<file path="config.mk">
export PLATFORM = sky130hd
export DESIGN_NAME = kms_scanner
export DESIGN_NICKNAME = d
export VERILOG_FILES = /design/src/kms_pkg.sv /design/src/kms_scanner.sv
export VERILOG_INCLUDE_DIRS = /design/src
export SDC_FILE = /design/constraint.sdc
export NUM_CORES = 1
export LEC_CHECK = 0
export BUFFER_PORTS_ARGS = -buffer_cell sky130_fd_sc_hd__buf_2
export CORE_ASPECT_RATIO = 0.7
export CORE_MARGIN = 2
export CORE_UTILIZATION = 50
export CTS_CLUSTER_DIAMETER = 50
export DETAILED_ROUTE_END_ITERATION = 6
export GPL_TIMING_DRIVEN = 0
export PLACE_DENSITY_LB_ADDON = 0.2
export SLEW_MARGIN = 20
export SYNTH_ARGS = -nofsm -noshare
export SYNTH_HDL_FRONTEND = slang
export SYNTH_SLANG_ARGS = --single-unit
</file>
<file path="constraint.sdc">
create_clock -name sys_clk -period 7.9 [get_ports sys_clk]
set_input_delay 0.79 -clock sys_clk [delete_from_list [all_inputs] [get_ports sys_clk]]
set_output_delay 0.79 -clock sys_clk [all_outputs]
set_load 0.02 [all_outputs]
</file>
<file path="src/kms_map.svh">
`ifndef KMS_MAP_SVH
`define KMS_MAP_SVH

// ========================================
// register indexes (byte address = 4 * index)
`define KMS_IDX_COL 8'hd1
`define KMS_IDX_ROW 8'hd2
`define KMS_IDX_SIZE 8'hd5
`define KMS_IDX_ORDL 8'hd6
`define KMS_IDX_ORDH 8'hd7
`define KMS_IDX_CTRL 8'hd8
`define KMS_IDX_INTST 8'hd9
`define KMS_IDX_INTMSK 8'hda

// ========================================
// reset values
`define KMS_RST_COL 5'h1f
`define KMS_RST_ROW 6'h3f
`define KMS_RST_SIZE 6'h00
`define KMS_RST_ORDL 8'h00
`define KMS_RST_ORDH 7'h00

// ========================================
// field layout and limits
`define KMS_COLS 5
`define KMS_ROWS 6
`define KMS_ALL_COLS_HIGH 5'h1f
`define KMS_ALL_ROWS_HIGH 6'h3f
`define KMS_MAX_ROWS 3'h6
`define KMS_MAX_COLS 3'h5
`define KMS_ROWSZ_MSB 5
`define KMS_ROWSZ_LSB 3
`define KMS_COLSZ_MSB 2
`define KMS_COLSZ_LSB 0
`define KMS_CTRL_HWEN 0
`define KMS_INT_KEY 0

// ========================================
// timing
`define KMS_CLK_NS 40
`define KMS_DWELL_NS 1000000
`define KMS_DWELL_CYCLES (`KMS_DWELL_NS / `KMS_CLK_NS)

`endif

</file>
<file path="src/kms_pkg.sv">
package kms_pkg;

  // ========================================
  // scanner states
  typedef enum logic [3:0] {
    KMS_IDLE = 4'b0001,
    KMS_SCAN = 4'b0010,
    KMS_CONFIRM = 4'b0100,
    KMS_HOLD = 4'b1000
  } kms_state_e;

  // ========================================
  // apb carriers
  typedef struct packed {
    logic psel;
    logic penable;
    logic pwrite;
    logic [9:0] paddr;
    logic [31:0] pwdata;
  } kms_apb_req_s;

  typedef struct packed {
    logic [31:0] prdata;
    logic pready;
    logic pslverr;
  } kms_apb_rsp_s;

  // ========================================
  // whole block state
  typedef struct packed {
    kms_state_e st;
    logic [4:0] colVal;
    logic [5:0] rowVal;
    logic [5:0] size;
    logic [7:0] ordLo;
    logic [6:0] ordHi;
    logic hwEn;
    logic intSt;
    logic intMask;
    logic [2:0] slot;
    logic [15:0] dwell;
    logic [5:0] candRow;
    logic [4:0] colDrv;
    logic [5:0] rowS1;
    logic [5:0] rowS2;
    logic [31:0] prdata;
    logic errFlag;
  } kms_regs_s;

endpackage : kms_pkg

</file>
<file path="src/kms_scanner.sv">
`timescale 1ns/1ns
`include "kms_map.svh"

// Summary of operation
// scan mode latches the accepted key's column pattern into column value.
// bypass mode drives column pins straight from written column value.
// column value is five active-low bits, 0x1F means all high.
// row value holds six active-low row bits, 0x3F means all high.
// an accepted key's row pattern is latched into row value.
// bypass mode reads of row value return the live row pins.
// size settings matter only with scan enabled; unused rows tied high.
// row count field bits 5:3 sets scanned rows, at most six.
// column count field bits 2:0 sets scanned columns, at most five.
// scan order is five three-bit slots, each naming a column pin.
// scan steps slots first to fifth, wrapping to the first after column count slots.
// firmware loads counting pattern 0..4 for a sequential scan.
// firmware rewrites scan order in its interrupt service routine.
// low order register holds slot one, slot two, slot three low bits.
// accepted key raises sticky key-detected interrupt flag, write-one clear.
// selected column low, others high; any low row is a candidate.

module kms_scanner
  import kms_pkg::*;
#(
  parameter int DWELL_CYCLES = `KMS_DWELL_CYCLES
) (
  input wire logic sys_clk,
  input wire logic reset,
  input wire kms_apb_req_s apbReq,
  output kms_apb_rsp_s apbRsp,
  input wire logic [5:0] rowIn,
  output logic [4:0] colOut,
  output logic keyIrq
);

  localparam logic [15:0] DWELL_LAST = 16'(DWELL_CYCLES - 1);

  kms_regs_s r_reg;
  kms_regs_s r_next;

  // ========================================
  // helpers
  function automatic logic [2:0] clampCount(
    input logic [2:0] cnt,
    input logic [2:0] maxCnt
  );
    if (cnt == 3'h0 || cnt > maxCnt) begin
      return maxCnt;
    end
    return cnt;
  endfunction : clampCount

  function automatic logic [4:0] colPattern(input logic [2:0] num);
    logic [4:0] pat;
    pat = `KMS_ALL_COLS_HIGH;
    if (num < `KMS_MAX_COLS) begin
      pat[num] = 1'b0;
    end
    return pat;
  endfunction : colPattern

  logic [14:0] order;
  logic [2:0] rowCnt;
  logic [2:0] colCnt;
  logic [5:0] rowMask;
  logic [5:0] rowsScan;
  logic [2:0] slotNext;
  logic tick;
  logic keySeen;
  logic setup;
  logic access;
  logic wrEn;
  logic hit;
  logic mapped;
  logic [7:0] idx;
  logic [31:0] rdData;

  // ========================================
  // decode and derived values
  always_comb begin
    order = {r_reg.ordHi, r_reg.ordLo};
    rowCnt = clampCount(
      r_reg.size[`KMS_ROWSZ_MSB:`KMS_ROWSZ_LSB], `KMS_MAX_ROWS);
    colCnt = clampCount(
      r_reg.size[`KMS_COLSZ_MSB:`KMS_COLSZ_LSB], `KMS_MAX_COLS);
    for (int i = 0; i < `KMS_ROWS; i++) begin
      rowMask[i] = (3'(i) < rowCnt);
    end
    // rows beyond the count read as released
    rowsScan = r_reg.rowS2 | ~rowMask;
    keySeen = (rowsScan != `KMS_ALL_ROWS_HIGH);
    tick = (r_reg.dwell == DWELL_LAST);
    if (r_reg.slot + 3'h1 >= colCnt) begin
      slotNext = 3'h0;
    end else begin
      slotNext = r_reg.slot + 3'h1;
    end
    setup = apbReq.psel && !apbReq.penable;
    access = apbReq.psel && apbReq.penable;
    idx = apbReq.paddr[9:2];
    hit = (apbReq.paddr[1:0] == 2'h0) && mapped;
    wrEn = access && apbReq.pwrite && hit;
  end

  // ========================================
  // address decode
  always_comb begin
    mapped = 1'b0;
    unique case (idx)
      `KMS_IDX_COL,
      `KMS_IDX_ROW,
      `KMS_IDX_SIZE,
      `KMS_IDX_ORDL,
      `KMS_IDX_ORDH,
      `KMS_IDX_CTRL,
      `KMS_IDX_INTST,
      `KMS_IDX_INTMSK: begin
        mapped = 1'b1;
      end
      default: begin
        mapped = 1'b0;
      end
    endcase
  end

  // ========================================
  // read mux
  always_comb begin
    rdData = 32'h0000_0000;
    if (apbReq.paddr[1:0] == 2'h0) begin
      unique case (idx)
        `KMS_IDX_COL: begin
          rdData[4:0] = r_reg.colVal;
        end
        `KMS_IDX_ROW: begin
          if (r_reg.hwEn) begin
            rdData[5:0] = r_reg.rowVal;
          end else begin
            rdData[5:0] = r_reg.rowS2;
          end
        end
        `KMS_IDX_SIZE: begin
          rdData[5:0] = r_reg.size;
        end
        `KMS_IDX_ORDL: begin
          rdData[7:0] = r_reg.ordLo;
        end
        `KMS_IDX_ORDH: begin
          rdData[6:0] = r_reg.ordHi;
        end
        `KMS_IDX_CTRL: begin
          rdData[`KMS_CTRL_HWEN] = r_reg.hwEn;
        end
        `KMS_IDX_INTST: begin
          rdData[`KMS_INT_KEY] = r_reg.intSt;
        end
        `KMS_IDX_INTMSK: begin
          rdData[`KMS_INT_KEY] = r_reg.intMask;
        end
        default: begin
          rdData = 32'h0000_0000;
        end
      endcase
    end
  end

  // ========================================
  // next state
  always_comb begin
    r_next = r_reg;
    r_next.rowS1 = rowIn;
    r_next.rowS2 = r_reg.rowS1;

    // register writes
    if (wrEn) begin
      unique case (idx)
        `KMS_IDX_COL: begin
          r_next.colVal = apbReq.pwdata[4:0];
        end
        `KMS_IDX_SIZE: begin
          r_next.size = apbReq.pwdata[5:0];
        end
        `KMS_IDX_ORDL: begin
          r_next.ordLo = apbReq.pwdata[7:0];
        end
        `KMS_IDX_ORDH: begin
          r_next.ordHi = apbReq.pwdata[6:0];
        end
        `KMS_IDX_CTRL: begin
          r_next.hwEn = apbReq.pwdata[`KMS_CTRL_HWEN];
        end
        `KMS_IDX_INTST: begin
          if (apbReq.pwdata[`KMS_INT_KEY]) begin
            r_next.intSt = 1'b0;
          end
        end
        `KMS_IDX_INTMSK: begin
          r_next.intMask = apbReq.pwdata[`KMS_INT_KEY];
        end
        default: begin
          r_next.intMask = r_reg.intMask;
        end
      endcase
    end

    // read data and error captured in the setup cycle
    if (setup) begin
      if (apbReq.pwrite) begin
        r_next.prdata = 32'h0000_0000;
      end else begin
        r_next.prdata = rdData;
      end
      r_next.errFlag = !hit;
    end

    // dwell timer per column slot
    if (r_reg.st == KMS_IDLE || tick) begin
      r_next.dwell = 16'h0000;
    end else begin
      r_next.dwell = r_reg.dwell + 16'h0001;
    end

    // scanner
    unique case (r_reg.st)
      KMS_IDLE: begin
        if (r_reg.hwEn) begin
          r_next.st = KMS_SCAN;
          r_next.slot = 3'h0;
        end
      end
      KMS_SCAN: begin
        if (!r_reg.hwEn) begin
          r_next.st = KMS_IDLE;
        end else if (tick) begin
          if (keySeen) begin
            r_next.candRow = rowsScan;
            r_next.st = KMS_CONFIRM;
          end else begin
            r_next.slot = slotNext;
          end
        end
      end
      KMS_CONFIRM: begin
        if (!r_reg.hwEn) begin
          r_next.st = KMS_IDLE;
        end else if (tick) begin
          if (rowsScan == r_reg.candRow) begin
            r_next.colVal = r_reg.colDrv;
            r_next.rowVal = r_reg.candRow;
            r_next.intSt = 1'b1;
            r_next.st = KMS_HOLD;
          end else begin
            r_next.st = KMS_SCAN;
          end
        end
      end
      KMS_HOLD: begin
        if (!r_reg.hwEn) begin
          r_next.st = KMS_IDLE;
        end else if (tick && !keySeen) begin
          r_next.slot = slotNext;
          r_next.st = KMS_SCAN;
        end
      end
      default: r_next.st = KMS_IDLE;
    endcase

    // column drive
    if (r_next.st == KMS_IDLE) begin
      r_next.colDrv = r_next.colVal;
    end else begin
      r_next.colDrv = colPattern(order[3 * r_next.slot +: 3]);
    end
  end

  // ========================================
  // state register
  always_ff @(posedge sys_clk) begin
    if (reset) begin
      r_reg.st <= KMS_IDLE;
      r_reg.colVal <= `KMS_RST_COL;
      r_reg.rowVal <= `KMS_RST_ROW;
      r_reg.size <= `KMS_RST_SIZE;
      r_reg.ordLo <= `KMS_RST_ORDL;
      r_reg.ordHi <= `KMS_RST_ORDH;
      r_reg.hwEn <= 1'b0;
      r_reg.intSt <= 1'b0;
      r_reg.intMask <= 1'b0;
      r_reg.slot <= 3'h0;
      r_reg.dwell <= 16'h0000;
      r_reg.candRow <= `KMS_ALL_ROWS_HIGH;
      r_reg.colDrv <= `KMS_ALL_COLS_HIGH;
      r_reg.rowS1 <= `KMS_ALL_ROWS_HIGH;
      r_reg.rowS2 <= `KMS_ALL_ROWS_HIGH;
      r_reg.prdata <= 32'h0000_0000;
      r_reg.errFlag <= 1'b0;
    end else begin
      r_reg <= r_next;
    end
  end

  // ========================================
  // outputs
  assign colOut = r_reg.colDrv;
  assign keyIrq = r_reg.intSt && r_reg.intMask;
  assign apbRsp.prdata = r_reg.prdata;
  assign apbRsp.pready = access;
  assign apbRsp.pslverr = access && r_reg.errFlag;

endmodule : kms_scanner

</file>
==> flow_results.xml <==
<?xml version="1.0" encoding="UTF-8"?>
<metrics>
  <group name="status">
    <metric name="status" unit="">completed</metric>
  </group>
  <group name="layout">
    <metric name="area_growth" unit="%">16.5</metric>
    <metric name="proportion_of_layout_cells_with_a_drive_suffix_above_1" unit="%">20.5</metric>
    <metric name="fillCellCount" unit="">848</metric>
    <metric name="post_layout_nonfiller_instances" unit="">768</metric>
    <metric name="final_net_count" unit="">697</metric>
    <metric name="n_antenna_cell" unit="">0</metric>
    <metric name="max_reg_flops" unit="">56</metric>
  </group>
  <group name="global_routing">
    <metric name="grt_pass1_wl" unit="µm">20300</metric>
    <metric name="grt_start_max_net_pins" unit="">17</metric>
    <metric name="gr-usage-all-layers" unit="%">25.5</metric>
    <metric name="antenna_found_initial" unit="">0</metric>
    <metric name="grt_ovf" unit="">0</metric>
    <metric name="first_global_vias" unit="">3962</metric>
  </group>
  <group name="die">
    <metric name="initial_utilization" unit="%">52.2</metric>
    <metric name="core_region_area" unit="µm²">9220</metric>
    <metric name="floorplan.io_pins" unit="">93</metric>
    <metric name="die_h" unit="µm">86.0</metric>
    <metric name="dieWidth" unit="µm">121</metric>
    <metric name="std_cell_rows" unit="">29</metric>
    <metric name="fp.dieArea" unit="µm²">10400</metric>
  </group>
  <group name="placed_design">
    <metric name="buffer_ports.inserted" unit="">43</metric>
    <metric name="detailedPlacementHpwl" unit="µm">9470</metric>
    <metric name="place_inst" unit="">752</metric>
    <metric name="routabilityCongestion" unit="">0.921</metric>
  </group>
  <group name="job">
    <metric name="cap_viol_max_count" unit="">0</metric>
  </group>
  <group name="setup_path">
    <metric name="worst_ep_arrival_time" unit="ns">3.40</metric>
    <metric name="crit_path_max_fanout" unit="">6</metric>
    <metric name="worstSetupStartpointType" unit="">flop</metric>
    <metric name="timing.setup.critical_path_class" unit="">reg2reg</metric>
    <metric name="setup.worst_path.end_class" unit="">flop</metric>
    <metric name="required" unit="ns">8.09</metric>
  </group>
  <group name="timing">
    <metric name="finalSetupTns" unit="ns">0</metric>
    <metric name="worst_pin_slew" unit="ns">1.05</metric>
    <metric name="post_route_clock_period_utilization" unit="%">40.6</metric>
    <metric name="setup_violations" unit="">0</metric>
    <metric name="maximum_clock_rate" unit="MHz">312</metric>
    <metric name="period_needed" unit="ns">3.21</metric>
    <metric name="hold_viol_final" unit="">0</metric>
    <metric name="max-slew-margin-rel" unit="%">29.5</metric>
    <metric name="fin_skew" unit="ns">0.00917</metric>
    <metric name="maxSlewViolCount" unit="">0</metric>
    <metric name="setup_repair_after_global_routing_missed_its_margin" unit="">false</metric>
  </group>
  <group name="detailed_routing">
    <metric name="routed-via-count" unit="">4263</metric>
    <metric name="drt_pre_antenna_iters" unit="">5</metric>
    <metric name="met2RoutedLength" unit="µm">5240</metric>
    <metric name="vias_per_cell" unit="">5.55</metric>
    <metric name="wl_met1" unit="µm">6130</metric>
    <metric name="drt_first_iter_violations" unit="">404</metric>
    <metric name="met3_wirelength_from_detailed_routing" unit="µm">1260</metric>
    <metric name="detail_route.wl_per_cell" unit="µm">16.6</metric>
    <metric name="final_antenna_net_count" unit="">0</metric>
    <metric name="highest-signal-layer" unit="">met4</metric>
    <metric name="drt_wl_total" unit="µm">12700</metric>
    <metric name="post-route-drc-count" unit="">0</metric>
  </group>
  <group name="clocking">
    <metric name="root_buffer_selected_by_cts" unit="">sky130_fd_sc_hd__clkbuf_16</metric>
    <metric name="cts_tree" unit="">built</metric>
    <metric name="cts_buffers" unit="">9</metric>
    <metric name="clk_path_buf_depth" unit="">2</metric>
    <metric name="clock_insertion_delay_worst_skew" unit="ns">0.35</metric>
    <metric name="h-tree-depth" unit="">3</metric>
    <metric name="clk_pin_slew_worst_paths" unit="ns">0.07</metric>
    <metric name="tritoncts_num_sinks" unit="">90</metric>
    <metric name="cts.repair_timing.setup_buffer_count" unit="">0</metric>
    <metric name="cts_repair_resize_count" unit="">0</metric>
    <metric name="postCtsHoldBufs" unit="">0</metric>
  </group>
  <group name="synthesis">
    <metric name="ys_ff_latch" unit="">90</metric>
    <metric name="top_count_cell_post_synth" unit="">sky130_fd_sc_hd__dfxtp_1</metric>
    <metric name="syn_area_per_cell" unit="µm²">8.56</metric>
    <metric name="register_area_share_after_synthesis" unit="%">37.5</metric>
    <metric name="proportion_of_synthesized_flip_flops_having_asynchronous_set_or_reset" unit="%">0</metric>
    <metric name="yosysTopAreaCellShare" unit="%">37.5</metric>
    <metric name="syn-cell-area" unit="µm²">4810</metric>
    <metric name="synth_top_cell_by_area" unit="">sky130_fd_sc_hd__dfxtp_1</metric>
    <metric name="synth_commonest_cells" unit="">sky130_fd_sc_hd__dfxtp_1, sky130_fd_sc_hd__nor2_1, sky130_fd_sc_hd__nand2_1, sky130_fd_sc_hd__buf_4, sky130_fd_sc_hd__mux2i_1</metric>
    <metric name="synth-edff-count" unit="">0</metric>
    <metric name="synth_top_cells_by_area" unit="">sky130_fd_sc_hd__dfxtp_1, sky130_fd_sc_hd__mux2i_1, sky130_fd_sc_hd__nor2_1, sky130_fd_sc_hd__buf_4, sky130_fd_sc_hd__nand2_1</metric>
    <metric name="synthesis.instances" unit="">562</metric>
    <metric name="synth_cell_types" unit="">68</metric>
    <metric name="dominantRegCellSynth" unit="">sky130_fd_sc_hd__dfxtp_1</metric>
    <metric name="synth_warnings" unit="">0</metric>
  </group>
  <group name="min_path">
    <metric name="hold_class" unit="">reg2reg</metric>
  </group>
  <group name="pwr">
    <metric name="power.ir.vdd_worst" unit="mV">0.122</metric>
    <metric name="cellLeakagePower" unit="µW">0.00231</metric>
    <metric name="power_density" unit="nW/µm²">180</metric>
  </group>
</metrics>
placed cells by master (no fill, tap or decap), types with 8 or more instances in the layout:
cell type / synthesis / routed
sky130_fd_sc_hd__clkbuf_16: 0 / 9
sky130_fd_sc_hd__a21oi_1: 18 / 18
sky130_fd_sc_hd__xor2_1: 12 / 12
sky130_fd_sc_hd__or2_2: 13 / 13
sky130_fd_sc_hd__nand2_1: 42 / 42
sky130_fd_sc_hd__conb_1: 1 / 24
sky130_fd_sc_hd__a32oi_1: 8 / 8
sky130_fd_sc_hd__buf_4: 39 / 39
sky130_fd_sc_hd__and2_1: 9 / 9
sky130_fd_sc_hd__o21ai_0: 17 / 17
sky130_fd_sc_hd__dfxtp_1: 90 / 90
sky130_fd_sc_hd__nand3_1: 8 / 8
sky130_fd_sc_hd__inv_1: 14 / 14
sky130_fd_sc_hd__xnor2_1: 12 / 12
sky130_fd_sc_hd__nand4_1: 8 / 8
sky130_fd_sc_hd__nand2b_1: 8 / 8
sky130_fd_sc_hd__mux2i_1: 38 / 38
sky130_fd_sc_hd__buf_2: 2 / 45
sky130_fd_sc_hd__clkbuf_1: 19 / 19
sky130_fd_sc_hd__nor2_1: 87 / 87
path summary, 6_finish.rpt:
path | from | to | slack [ns] | cells past startpoint
max reg2reg | r_reg[72] | colOut[1] | 4.69 | 11
max | r_reg[72] | colOut[1] | 4.69 | 11
min reg2reg | r_next[33] | r_reg[33] | 0.40 | 1
min | r_next[33] | r_reg[33] | 0.40 | 1
metal layers:
metal  vias up  GRT usage, %
li1       2064             -
met1      1992          37.3
met2       195          36.9
met3        12          6.78
met4         0          7.00
met5         -             0
logic make-up (layout without fill, tap and decap cells):
kind of cell / Yosys count / in the layout / synth area share [%]
adder cells (fa/ha/maj): 5 / 5 / 1.30
buffers and inverters: 77 / 136 / 9.26
XOR/XNOR: 24 / 24 / 4.37
other: 1 / 24 / 0.0780
multiplexers: 43 / 43 / 9.24
AND/OR/NAND/NOR: 225 / 225 / 23.9
flip-flops: 90 / 90 / 37.5
AO/OA/AOI/OAI: 97 / 97 / 14.4
area by class of cell:
class / count / area (µm²) / area share (%)
Clock buffer: 10 / 239 / 4.27
Timing Repair Buffer: 43 / 215 / 3.84
Inverter: 15 / 56.3 / 1.01
Multi-Input combinational cell: 418 / 2650 / 47.3
Clock inverter: 6 / 96.3 / 1.72
Tap cell: 124 / 155 / 2.77
Sequential cell: 90 / 1800 / 32.2
Buffer: 62 / 389 / 6.95
power by group:
group | total, µW | internal [µW] | switching [µW]
Combinational | 66.6 | 24.4 | 42.2
Clock | 482 | 290 | 192
Sequential | 459 | 457 | 1.88
Total | 1010 | 771 | 236
worst max-delay path, stage by stage (launching register included):
cell and delay (ns):
sky130_fd_sc_hd__dfxtp_1 0.35, sky130_fd_sc_hd__ha_1 0.22, sky130_fd_sc_hd__nor2b_1 0.14, sky130_fd_sc_hd__or2_2 0.30, sky130_fd_sc_hd__ha_1 0.19, sky130_fd_sc_hd__nand4b_1 0.16, sky130_fd_sc_hd__a21oi_1 0.27, sky130_fd_sc_hd__and3_1 0.27
sky130_fd_sc_hd__nor2_1 0.13, sky130_fd_sc_hd__and4_1 0.23, sky130_fd_sc_hd__nor4_1 0.57, sky130_fd_sc_hd__a32oi_1 0.22
through the flow:
stage / utilization (%) / area, µm² / hold slack, ns / worst slack (ns) / total power, µW
floorplan: - / 4890 / 0.389 / 4.84 / 513
finish: 60.8 / 5600 / 0.403 / 4.69 / 1010
detailed placement: 57.1 / 5270 / 0.396 / 4.43 / 533
CTS: 60.8 / 5600 / 0.408 / 4.72 / 1010
global placement: 57.1 / 5270 / 0.392 / 4.43 / 533
global route: 60.8 / 5600 / 0.420 / 4.45 / 1040
(Power assumes the default switching activity.)
